File: src/crs_defines.vh
`ifndef CRS_DEFINES_VH
`define CRS_DEFINES_VH
// Register select codes on the software port
`define CRS_SEL_D0 4'h0
`define CRS_SEL_D1 4'h1
`define CRS_SEL_D2 4'h2
`define CRS_SEL_D3 4'h3
`define CRS_SEL_A0 4'h4
`define CRS_SEL_A1 4'h5
`define CRS_SEL_FB 4'h6
`define CRS_SEL_PC 4'h7
`define CRS_SEL_VTB 4'h8
`define CRS_SEL_USP 4'h9
`define CRS_SEL_ISP 4'ha
`define CRS_SEL_SB 4'hb
`define CRS_SEL_FLG 4'hc
`define CRS_SEL_SP 4'hd
// Flag word bit positions
`define CRS_F_C 0
`define CRS_F_D 1
`define CRS_F_Z 2
`define CRS_F_S 3
`define CRS_F_B 4
`define CRS_F_O 5
`define CRS_F_I 6
`define CRS_F_U 7
`define CRS_F_IPL_LO 12
`define CRS_F_IPL_HI 14
`define CRS_FLG_MASK 16'h70ff
// Reset values and the last low software trap number
`define CRS_FLG_RST 16'h0000
`define CRS_PC_RST 20'h00000
`define CRS_VTB_RST 20'h00000
`define CRS_W16_RST 16'h0000
`define CRS_SWI_LAST 6'h1f
`endif

File: src/crs_bank.v
`timescale 1ns/10ps
`include "crs_defines.vh"
// Two banks of seven 16-bit registers; index 0-3 data, 4-5 addr, 6 frame
module crs_bank (
  clock,
  rst,
  bankSel,
  wrEn,
  wrIdx,
  wrByteEn,
  wrData,
  rdFlat
);
  input wire clock;
  input wire rst;
  input wire bankSel;
  input wire wrEn;
  input wire [2:0] wrIdx;
  input wire [1:0] wrByteEn;
  input wire [15:0] wrData;
  output wire [111:0] rdFlat;

  reg [15:0] bank0_reg [0:6];
  reg [15:0] bank1_reg [0:6];
  genvar i;
  generate
    for (i = 0; i < 7; i = i + 1)
    begin : gReg
      always @(posedge clock or posedge rst)
      begin
        if (rst)
        begin
          bank0_reg[i] <= `CRS_W16_RST;
          bank1_reg[i] <= `CRS_W16_RST;
        end
        else if (wrEn && wrIdx == i)
        begin
          if (!bankSel)
          begin
            if (wrByteEn[0])
              bank0_reg[i][7:0] <= wrData[7:0];
            if (wrByteEn[1])
              bank0_reg[i][15:8] <= wrData[15:8];
          end
          else
          begin
            if (wrByteEn[0])
              bank1_reg[i][7:0] <= wrData[7:0];
            if (wrByteEn[1])
              bank1_reg[i][15:8] <= wrData[15:8];
          end
        end
      end
      assign rdFlat[i*16 +: 16] = bankSel ? bank1_reg[i] : bank0_reg[i];
    end
  endgenerate
endmodule

File: src/crs_register_set.v
`timescale 1ns/10ps
`include "crs_defines.vh"
// Behaviour
// - thirteen registers, seven banked, selected visible
// - data zero and one byte-addressable
// - data pairs form 32-bit operands
// - address regs pair into 32 bits
// - frame and static base 16 bits
// - program counter 20 bits
// - vector table base 20 bits
// - flag bit 7 picks stack pointer
// - interrupt or low software trap clears U
// - flag bit 0 captures carry
// - debug flag steps, cleared on ack
// - zero flag follows result
// - sign flag follows result
// - flag bit 4 selects bank
// - overflow flag follows result
// - interrupt enable gate, cleared on ack
// - accept only priority above level
// - flag bits 8-11, 15 reserved
module crs_register_set (
  clock,
  rst,
  regAddr,
  regWrData,
  regWrite,
  regRead,
  regRdData,
  coreWrEn,
  coreWrIdx,
  coreWrByteEn,
  coreWrData,
  pcLoad,
  pcNext,
  spLoad,
  spNext,
  aluFlagUpd,
  aluCarry,
  aluZero,
  aluSign,
  aluOverflow,
  instrDone,
  irqReq,
  irqMaskable,
  irqPriority,
  irqAck,
  stepAck,
  swiExec,
  swiNumber,
  wideDataPairLow,
  wideDataPairHigh,
  wideAddressPair,
  frameBaseOut,
  staticBaseOut,
  programCounter,
  vectorTableBase,
  stackPtrOut,
  flagWord,
  irqAccept,
  stepIrq
);
  input wire clock;
  input wire rst;
  input wire [3:0] regAddr;
  input wire [31:0] regWrData;
  input wire regWrite;
  input wire regRead;
  output reg [31:0] regRdData;
  input wire coreWrEn;
  input wire [2:0] coreWrIdx;
  input wire [1:0] coreWrByteEn;
  input wire [15:0] coreWrData;
  input wire pcLoad;
  input wire [19:0] pcNext;
  input wire spLoad;
  input wire [15:0] spNext;
  input wire aluFlagUpd;
  input wire aluCarry;
  input wire aluZero;
  input wire aluSign;
  input wire aluOverflow;
  input wire instrDone;
  input wire irqReq;
  input wire irqMaskable;
  input wire [2:0] irqPriority;
  input wire irqAck;
  input wire stepAck;
  input wire swiExec;
  input wire [5:0] swiNumber;
  output reg [31:0] wideDataPairLow;
  output reg [31:0] wideDataPairHigh;
  output reg [31:0] wideAddressPair;
  output reg [15:0] frameBaseOut;
  output reg [15:0] staticBaseOut;
  output reg [19:0] programCounter;
  output reg [19:0] vectorTableBase;
  output reg [15:0] stackPtrOut;
  output reg [15:0] flagWord;
  output reg irqAccept;
  output reg stepIrq;

  reg [15:0] flag_reg;
  reg [15:0] flag_next;
  reg [15:0] userSp_reg;
  reg [15:0] irqSp_reg;
  reg [15:0] staticBase_reg;
  reg [19:0] pc_reg;
  reg [19:0] vtb_reg;
  wire [111:0] bankRd;
  wire swWrBank;
  wire bankWrEn;
  wire [2:0] bankWrIdx;
  wire [1:0] bankWrBe;
  wire [15:0] bankWrData;
  wire flagWr;
  wire useUserSp;
  wire acceptNow;
  wire lowSwi;
  wire [15:0] d0;
  wire [15:0] d1;
  wire [15:0] d2;
  wire [15:0] d3;
  wire [15:0] a0;
  wire [15:0] a1;
  wire [15:0] fb;
  wire [15:0] activeSp;
  reg [31:0] rdMux;

  assign d0 = bankRd[15:0];
  assign d1 = bankRd[31:16];
  assign d2 = bankRd[47:32];
  assign d3 = bankRd[63:48];
  assign a0 = bankRd[79:64];
  assign a1 = bankRd[95:80];
  assign fb = bankRd[111:96];

  // Software write to a banked register takes priority over the core
  assign swWrBank = regWrite && (regAddr <= `CRS_SEL_FB);
  assign bankWrEn = swWrBank || coreWrEn;
  assign bankWrIdx = swWrBank ? regAddr[2:0] : coreWrIdx;
  assign bankWrBe = swWrBank ? 2'h3 : coreWrByteEn;
  assign bankWrData = swWrBank ? regWrData[15:0] : coreWrData;
  assign flagWr = regWrite && (regAddr == `CRS_SEL_FLG);

  crs_bank uBank (
    .clock(clock),
    .rst(rst),
    .bankSel(flag_reg[`CRS_F_B]),
    .wrEn(bankWrEn),
    .wrIdx(bankWrIdx),
    .wrByteEn(bankWrBe),
    .wrData(bankWrData),
    .rdFlat(bankRd)
  );

  assign useUserSp = flag_reg[`CRS_F_U];
  assign acceptNow = irqReq &&
    (irqPriority > flag_reg[`CRS_F_IPL_HI:`CRS_F_IPL_LO]) &&
    (!irqMaskable || flag_reg[`CRS_F_I]);
  assign lowSwi = swiExec && (swiNumber <= `CRS_SWI_LAST);

  always @*
  begin
    flag_next = flag_reg;
    if (flagWr)
      flag_next = regWrData[15:0];
    if (aluFlagUpd)
    begin
      flag_next[`CRS_F_C] = aluCarry;
      flag_next[`CRS_F_Z] = aluZero;
      flag_next[`CRS_F_S] = aluSign;
      flag_next[`CRS_F_O] = aluOverflow;
    end
    if (stepAck)
      flag_next[`CRS_F_D] = 1'b0;
    if (irqAck || stepAck)
      flag_next[`CRS_F_I] = 1'b0;
    if (irqAck || lowSwi)
      flag_next[`CRS_F_U] = 1'b0;
    flag_next = flag_next & `CRS_FLG_MASK;
  end

  assign activeSp = useUserSp ? userSp_reg : irqSp_reg;

  always @(posedge clock or posedge rst)
  begin
    if (rst)
      flag_reg <= `CRS_FLG_RST;
    else
      flag_reg <= flag_next;
  end

  always @(posedge clock or posedge rst)
  begin
    if (rst)
      pc_reg <= `CRS_PC_RST;
    else if (regWrite && regAddr == `CRS_SEL_PC)
      pc_reg <= regWrData[19:0];
    else if (pcLoad)
      pc_reg <= pcNext;
  end

  always @(posedge clock or posedge rst)
  begin
    if (rst)
      vtb_reg <= `CRS_VTB_RST;
    else if (regWrite && regAddr == `CRS_SEL_VTB)
      vtb_reg <= regWrData[19:0];
  end

  always @(posedge clock or posedge rst)
  begin
    if (rst)
      staticBase_reg <= `CRS_W16_RST;
    else if (regWrite && regAddr == `CRS_SEL_SB)
      staticBase_reg <= regWrData[15:0];
  end

  // Software write beats a same-cycle core push or pop
  always @(posedge clock or posedge rst)
  begin
    if (rst)
      userSp_reg <= `CRS_W16_RST;
    else if (regWrite && regAddr == `CRS_SEL_USP)
      userSp_reg <= regWrData[15:0];
    else if (spLoad && useUserSp)
      userSp_reg <= spNext;
  end

  always @(posedge clock or posedge rst)
  begin
    if (rst)
      irqSp_reg <= `CRS_W16_RST;
    else if (regWrite && regAddr == `CRS_SEL_ISP)
      irqSp_reg <= regWrData[15:0];
    else if (spLoad && !useUserSp)
      irqSp_reg <= spNext;
  end

  // Unmapped selects read as zero
  always @*
  begin
    rdMux = 32'h00000000;
    case (regAddr)
      `CRS_SEL_D0: rdMux = {16'h0000, d0};
      `CRS_SEL_D1: rdMux = {16'h0000, d1};
      `CRS_SEL_D2: rdMux = {16'h0000, d2};
      `CRS_SEL_D3: rdMux = {16'h0000, d3};
      `CRS_SEL_A0: rdMux = {16'h0000, a0};
      `CRS_SEL_A1: rdMux = {16'h0000, a1};
      `CRS_SEL_FB: rdMux = {16'h0000, fb};
      `CRS_SEL_PC: rdMux = {12'h000, pc_reg};
      `CRS_SEL_VTB: rdMux = {12'h000, vtb_reg};
      `CRS_SEL_USP: rdMux = {16'h0000, userSp_reg};
      `CRS_SEL_ISP: rdMux = {16'h0000, irqSp_reg};
      `CRS_SEL_SB: rdMux = {16'h0000, staticBase_reg};
      `CRS_SEL_FLG: rdMux = {16'h0000, flag_reg};
      `CRS_SEL_SP: rdMux = {16'h0000, activeSp};
      default: rdMux = 32'h00000000;
    endcase
  end

  // Outputs registered; they lag the state by one cycle
  always @(posedge clock or posedge rst)
  begin
    if (rst)
    begin
      wideDataPairLow <= 32'h00000000;
      wideDataPairHigh <= 32'h00000000;
      wideAddressPair <= 32'h00000000;
      frameBaseOut <= `CRS_W16_RST;
    end
    else
    begin
      wideDataPairLow <= {d2, d0};
      wideDataPairHigh <= {d3, d1};
      wideAddressPair <= {a1, a0};
      frameBaseOut <= fb;
    end
  end

  always @(posedge clock or posedge rst)
  begin
    if (rst)
    begin
      staticBaseOut <= `CRS_W16_RST;
      programCounter <= `CRS_PC_RST;
      vectorTableBase <= `CRS_VTB_RST;
      stackPtrOut <= `CRS_W16_RST;
      flagWord <= `CRS_FLG_RST;
    end
    else
    begin
      staticBaseOut <= staticBase_reg;
      programCounter <= pc_reg;
      vectorTableBase <= vtb_reg;
      stackPtrOut <= activeSp;
      flagWord <= flag_reg;
    end
  end

  always @(posedge clock or posedge rst)
  begin
    if (rst)
    begin
      irqAccept <= 1'b0;
      stepIrq <= 1'b0;
    end
    else
    begin
      irqAccept <= acceptNow;
      stepIrq <= instrDone && flag_reg[`CRS_F_D];
    end
  end

  // Read data stands one cycle only, zero otherwise
  always @(posedge clock or posedge rst)
  begin
    if (rst)
      regRdData <= 32'h00000000;
    else if (regRead)
      regRdData <= rdMux;
    else
      regRdData <= 32'h00000000;
  end
endmodule

File: config.mk
export PLATFORM = sky130hd
export DESIGN_NAME = crs_register_set
export DESIGN_NICKNAME = d
export VERILOG_FILES = /design/src/crs_bank.v /design/src/crs_register_set.v
export VERILOG_INCLUDE_DIRS = /design/src
export SDC_FILE = /design/constraint.sdc
export NUM_CORES = 1
export LEC_CHECK = 0
export BUFFER_PORTS_ARGS = -buffer_cell sky130_fd_sc_hd__buf_2
export CAP_MARGIN = 20
export CORE_UTILIZATION = 56
export DETAILED_ROUTE_END_ITERATION = 16
export MAX_ROUTING_LAYER = met4
export PLACE_DENSITY = 0.81
export SETUP_SLACK_MARGIN = 0.5
export SLEW_MARGIN = 5
export SYNTH_ARGS = -nofsm -noshare
export SYNTH_HDL_FRONTEND = slang
export SYNTH_SLANG_ARGS = --single-unit
File: constraint.sdc
create_clock -name clock -period 22.5 [get_ports clock]
set_clock_uncertainty 0.2 [all_clocks]
set_input_delay 3.375 -clock clock [delete_from_list [all_inputs] [get_ports clock]]
set_output_delay 3.375 -clock clock [all_outputs]
set_load 0.01 [all_outputs]
# == Word-level counts from Yosys, hierarchy flattened ==
# Index checks and enable logic that the tools add are counted.
# word_totals
register_bits,552
latch_bits,0
ramBits,0
romBits,0
inputBits,120
wordCells,162
mem_count,0
# op_classes
add_sub_neg,0
n_mul,0
n_div,0
order_cmp,3
n_eq_ne,19
n_shift,0
muxes,26
bitwise,1
reduce_logical,63
# ops
op,count
20-bit one-hot mux with 14 select lines,1
16-bit two-way mux,13
3-bit AND reduction,28
20-bit two-way mux,3
4-bit == test (second input constant),6
1-bit logical AND,20
4-bit by 3-bit == test with 1-bit output (second input constant),4
2-bit nonzero test,7
3-bit == test (second input constant),3
4-bit by 2-bit == test with 1-bit output (second input constant),2
8-bit two-way mux,1
3-bit by 2-bit == test with 1-bit output (second input constant),2
6-bit by 5-bit <= comparator with 1-bit output (second input constant),1
1-bit two-way mux,5
4-bit by 1-bit == test with 1-bit output (second input constant),1
4-bit by 3-bit <= comparator with 1-bit output (second input constant),1
4-bit zero test,1
1-bit logical OR,4
2-bit two-way mux,2
3-bit by 1-bit == test with 1-bit output (second input constant),1
3-bit greater-than comparator,1
3-bit zero test,1
3-bit two-way mux,1
1-bit zero test,2
1-bit NOT,1

# == Depth between registers and ports, before layout ==
# depth
depth_word,6
depth_mapped,9

# == Hierarchy ==
# Synthesis repeated with hierarchy kept, for this count alone.
# hier_totals
cells_unflattened,1583
hier_area_um2,22711.8
# modules_own_cells
mod,instances,cells_each,area_per_inst_um2,seq_area_each_um2
crs_register_set,1,937,12727.2,7907.6
crs_bank,1,646,9984.6,5605.4

# == Worst setup path after synthesis ==
# Ideal clock, no wire load.
# synth_timing
path_kind,input-to-reg
from,input regWrite
to,register uBank.bank0_reg[56] in the netlist's numbering
setup_ns,0.130
arrival_time_ns,4.975
t_required_ns,22.170
setup_slack_ns,17.195
cell_stages,9
n_path_buf,4
path_cell_list,buf_6 nor2b_4 buf_6 o211a_4 or4_1 clkbuf_2 buf_6 nand2_1 o21ai_2
# synth_between
elab_chain_cells,5
# synth_lines
element,line,source
start: declaration,crs_register_set.v:67,input wire regWrite;
1-bit logical AND (*),crs_register_set.v:139,assign swWrBank = regWrite && (regAddr <= `CRS_SEL_FB);
3-bit two-way mux,crs_register_set.v:141,assign bankWrIdx = swWrBank ? regAddr[2:0] : coreWrIdx;
3-bit by 2-bit == test with 1-bit output,crs_bank.v:36,else if (wrEn && wrIdx == i)
1-bit logical AND,crs_bank.v:36,
3-bit AND reduction (no line),--,
end signal: indexed assignment,crs_bank.v:33,bank0_reg[i] <= `CRS_W16_RST;
end signal: indexed assignment,crs_bank.v:41,bank0_reg[i][7:0] <= wrData[7:0];
end signal: indexed assignment,crs_bank.v:43,bank0_reg[i][15:8] <= wrData[15:8];
end: declaration,crs_bank.v:23,reg [15:0] bank0_reg [0:6];
# Every way passes the cells marked *; elsewhere a longest branch is shown, timed or not.
# A chain may end at the register's enable or synchronous reset.

# == Worst setup path after layout ==
# layout_timing
from,input regAddr[1]
to,register uBank.bank0_reg[75] in the netlist's numbering
# layout_between
elab_chain_cells,6
# layout_lines
element,line,source
start: declaration,crs_register_set.v:65,input wire [3:0] regAddr;
4-bit by 3-bit <= comparator with 1-bit output (no line),--,
1-bit logical AND,crs_register_set.v:139,
3-bit two-way mux,crs_register_set.v:141,
3-bit by 2-bit == test with 1-bit output,crs_bank.v:36,
1-bit logical AND,crs_bank.v:36,
3-bit AND reduction (no line),--,
# Parallel ways exist; a longest one is shown, timed or not.

==> out/metrics.cfg <==
[final_layout]
layout_commonest_cell = dfrtp_1
final_cell_area_sq_um = 25800
final-seq-area_sq_um = 13500
layout-drive-gt1-share = 0.406
multi_input_area_sq_um = 7920
fillers = 2736
layout_common_cells = 539 x dfrtp_1, 323 x mux2_2, 319 x buf_2
syn_to_final_growth_pct = 17.7
fin_nets = 2047
final_cells = 2491

[placed_design]
place_hpwl_um = 44000
dp_cells = 2384
gp_congestion = 0.974
io_buffers = 319
pre_cts_ws_ns = 15.97
placed_cell_area_sq_um = 23900

[timing]
fmax_ghz = 0.167
finalCritPeriodShare = 0.266
timing.setup.tns_ns = 0
fin_hold_ws_ns = 0.192
max-slew-margin-rel = 0.247
hold_viol = 0
worstMarginPinSlew_ns = 1.13
setup_viol = 0
slew_viol_final = 0
rsz0062_at_grt = no
setup_slack_ns = 16.52
fin_crit_ns = 5.98

[global_route]
grt.total_usage = 0.331
grt_pass1_vias = 14800
overflow = 0
antenna_found_initial = 7
grt_max_degree = 166
grt_pass1_wl_um = 93400

[clock_tree]
path_clk_slew_ns = 0.06
htreeDepth = 2
cts.hold.buffers_added = 0
clockRootBuffer = clkbuf_16
cts_made_buffers = 53
clk_latency_ns = 0.61
cts_setup_buffers = 0
cts_resized = 0
cts_tree = done
clock_sinks = 540
clock_path_buffers = 3

[route]
drcViolationCount = 0
first_iter_violations = 1710
routed-via-count = 15100
vias_per_cell = 6.05
first_pass_iters = 6
wl_per_cell_um = 25.6
routed_wl_um = 63800
ant_nets = 0

[logic_synthesis]
ys_types = 64
ys_warn_count = 0
synth.avg_cell_area_sq_um = 13.5
netlist_area_sq_um = 21900
synth-edff-count = 0
synth-async-reset-ratio = 1.00
synth_flop_cell = dfrtp_1
ys_seq_elements = 540
seq_area_frac_synth = 0.617
netlist_instances = 1624

[setup_path]
path_class = primary input to flip-flop
path_max_fanout = 29
crit_family = simple AND/OR/NAND/NOR gates
required_ns = 22.78
crit_path_max_incr_delay_ns = 0.81
path_cells = buf_2 > or3b_1 > nand2_1 > or3_1 > nor2b_1 > mux2_2
critPathLaunchType = primary input
end_kind = flip-flop
arrival_ns = 6.26
crit_path_top_delay_cell = nor2b_1
cp_num_buf_inv = 1

[floorplanning]
die-area_sq_um = 39900
ios = 354
rows = 72
initial_core_util = 0.567
coreArea_sq_um = 38600
die_h_um = 200
die_x_um = 200

[job]
cap_violations = 0

[min_path]
hold_path_class = flip-flop to flip-flop

[power]
peakVddDrop_mv = 0.0639
pwr_density_cell_nw_per_um2 = 118
p_leak_nw = 12.2

[outcome]
status = finished clean

[layout make-up]
cell class / count / share of cell area
Sequential cell: 540 / 0.524
Multi-Input combinational cell: 975 / 0.307
Timing Repair Buffer: 343 / 0.0713
Clock buffer: 78 / 0.0625
Tap cell: 518 / 0.0251
Clock inverter: 17 / 0.00766
Inverter: 11 / 0.00189
Antenna cell: 9 / 0.000873
[worst paths after layout]
check                                         from                              end  slack (ns)  cells past startpoint
max reg2reg                flag_reg[4]$_DFFE_PP0P_           regRdData[2]$_DFF_PP0_       18.97                      5
min                        vtb_reg[16]$_DFFE_PP0P_    vectorTableBase[16]$_DFF_PP0_        0.19                      0
max in group asynchronous                      rst      staticBaseOut[12]$_DFF_PP0_       17.22                      4
min in group asynchronous                      rst      programCounter[3]$_DFF_PP0_        2.77                      2
min reg2reg                vtb_reg[16]$_DFFE_PP0P_    vectorTableBase[16]$_DFF_PP0_        0.19                      0
max                                     regAddr[1]  uBank.bank0_reg[75]$_DFFE_PP0P_       16.52                      6
[synthesized netlist by cell type, drive strengths merged (2+ instances only)]
cell type  count  area, sq um
dfrtp        540        13500
mux2         328         3690
nand2        117          444
a22oi        100          756
o21ai         92          498
mux2i         76          761
buf           66          418
nor2          65          244
a21oi         59          314
clkbuf        48          183
nand3         28          180
inv           11         41.3
nor2b          7         51.3
and2           6         37.5
and4           6         52.6
nand4          5         31.3
o21a           5         37.5
a22o           4         35.0
and4b          4         40.0
nor4b          4         60.1
nor4bb         4         40.0
a2111oi        3         63.8
a21o           3         22.5
a221oi         3         26.3
ha             3         37.5
nand4b         3         26.3
nor3           3         15.0
nor4           3         55.1
a31oi          2         12.5
a41oi          2         17.5
and3           2         12.5
and4bb         2         25.0
nand2b         2         12.5
o31a           2         17.5
or3            2         12.5
or4            2         15.0
[cell families (layout without fill, tap and decap cells)]
group,Yosys count,after routing,share of synthesized area
AOI/OAI and AO/OA,283,283,0.0860
muxes,404,404,0.203
buffers and inverters,125,449,0.0293
adders and majority gates,3,3,0.00171
other,1,26,0.000171
and+or+nand+nor,268,268,0.0631
DFF,540,540,0.617
[per-stage QoR]
stage	utilization	total power, mW
global route	0.668	3.16
CTS	0.665	3.03
global placement	0.618	2.08
finish	0.668	3.04
detailed placement	0.619	2.11
floorplan	-	1.80
[per-layer routing]
layer,GRT usage,part of all wire,vias to the layer above
met5,-,0,-
met4,0.133,0.039,0
met3,0.0864,0.11,181
met2,0.474,0.44,857
met1,0.453,0.41,7652
li1,-,-,6393
[report_power, final]
part | switching (mW) | internal [mW] | total, mW
clock network | 0.373 | 0.540 | 0.913
registers | 0.159 | 1.26 | 1.42
logic | 0.390 | 0.313 | 0.703
total | 0.922 | 2.12 | 3.04
Power figures use the tool's default switching activity.
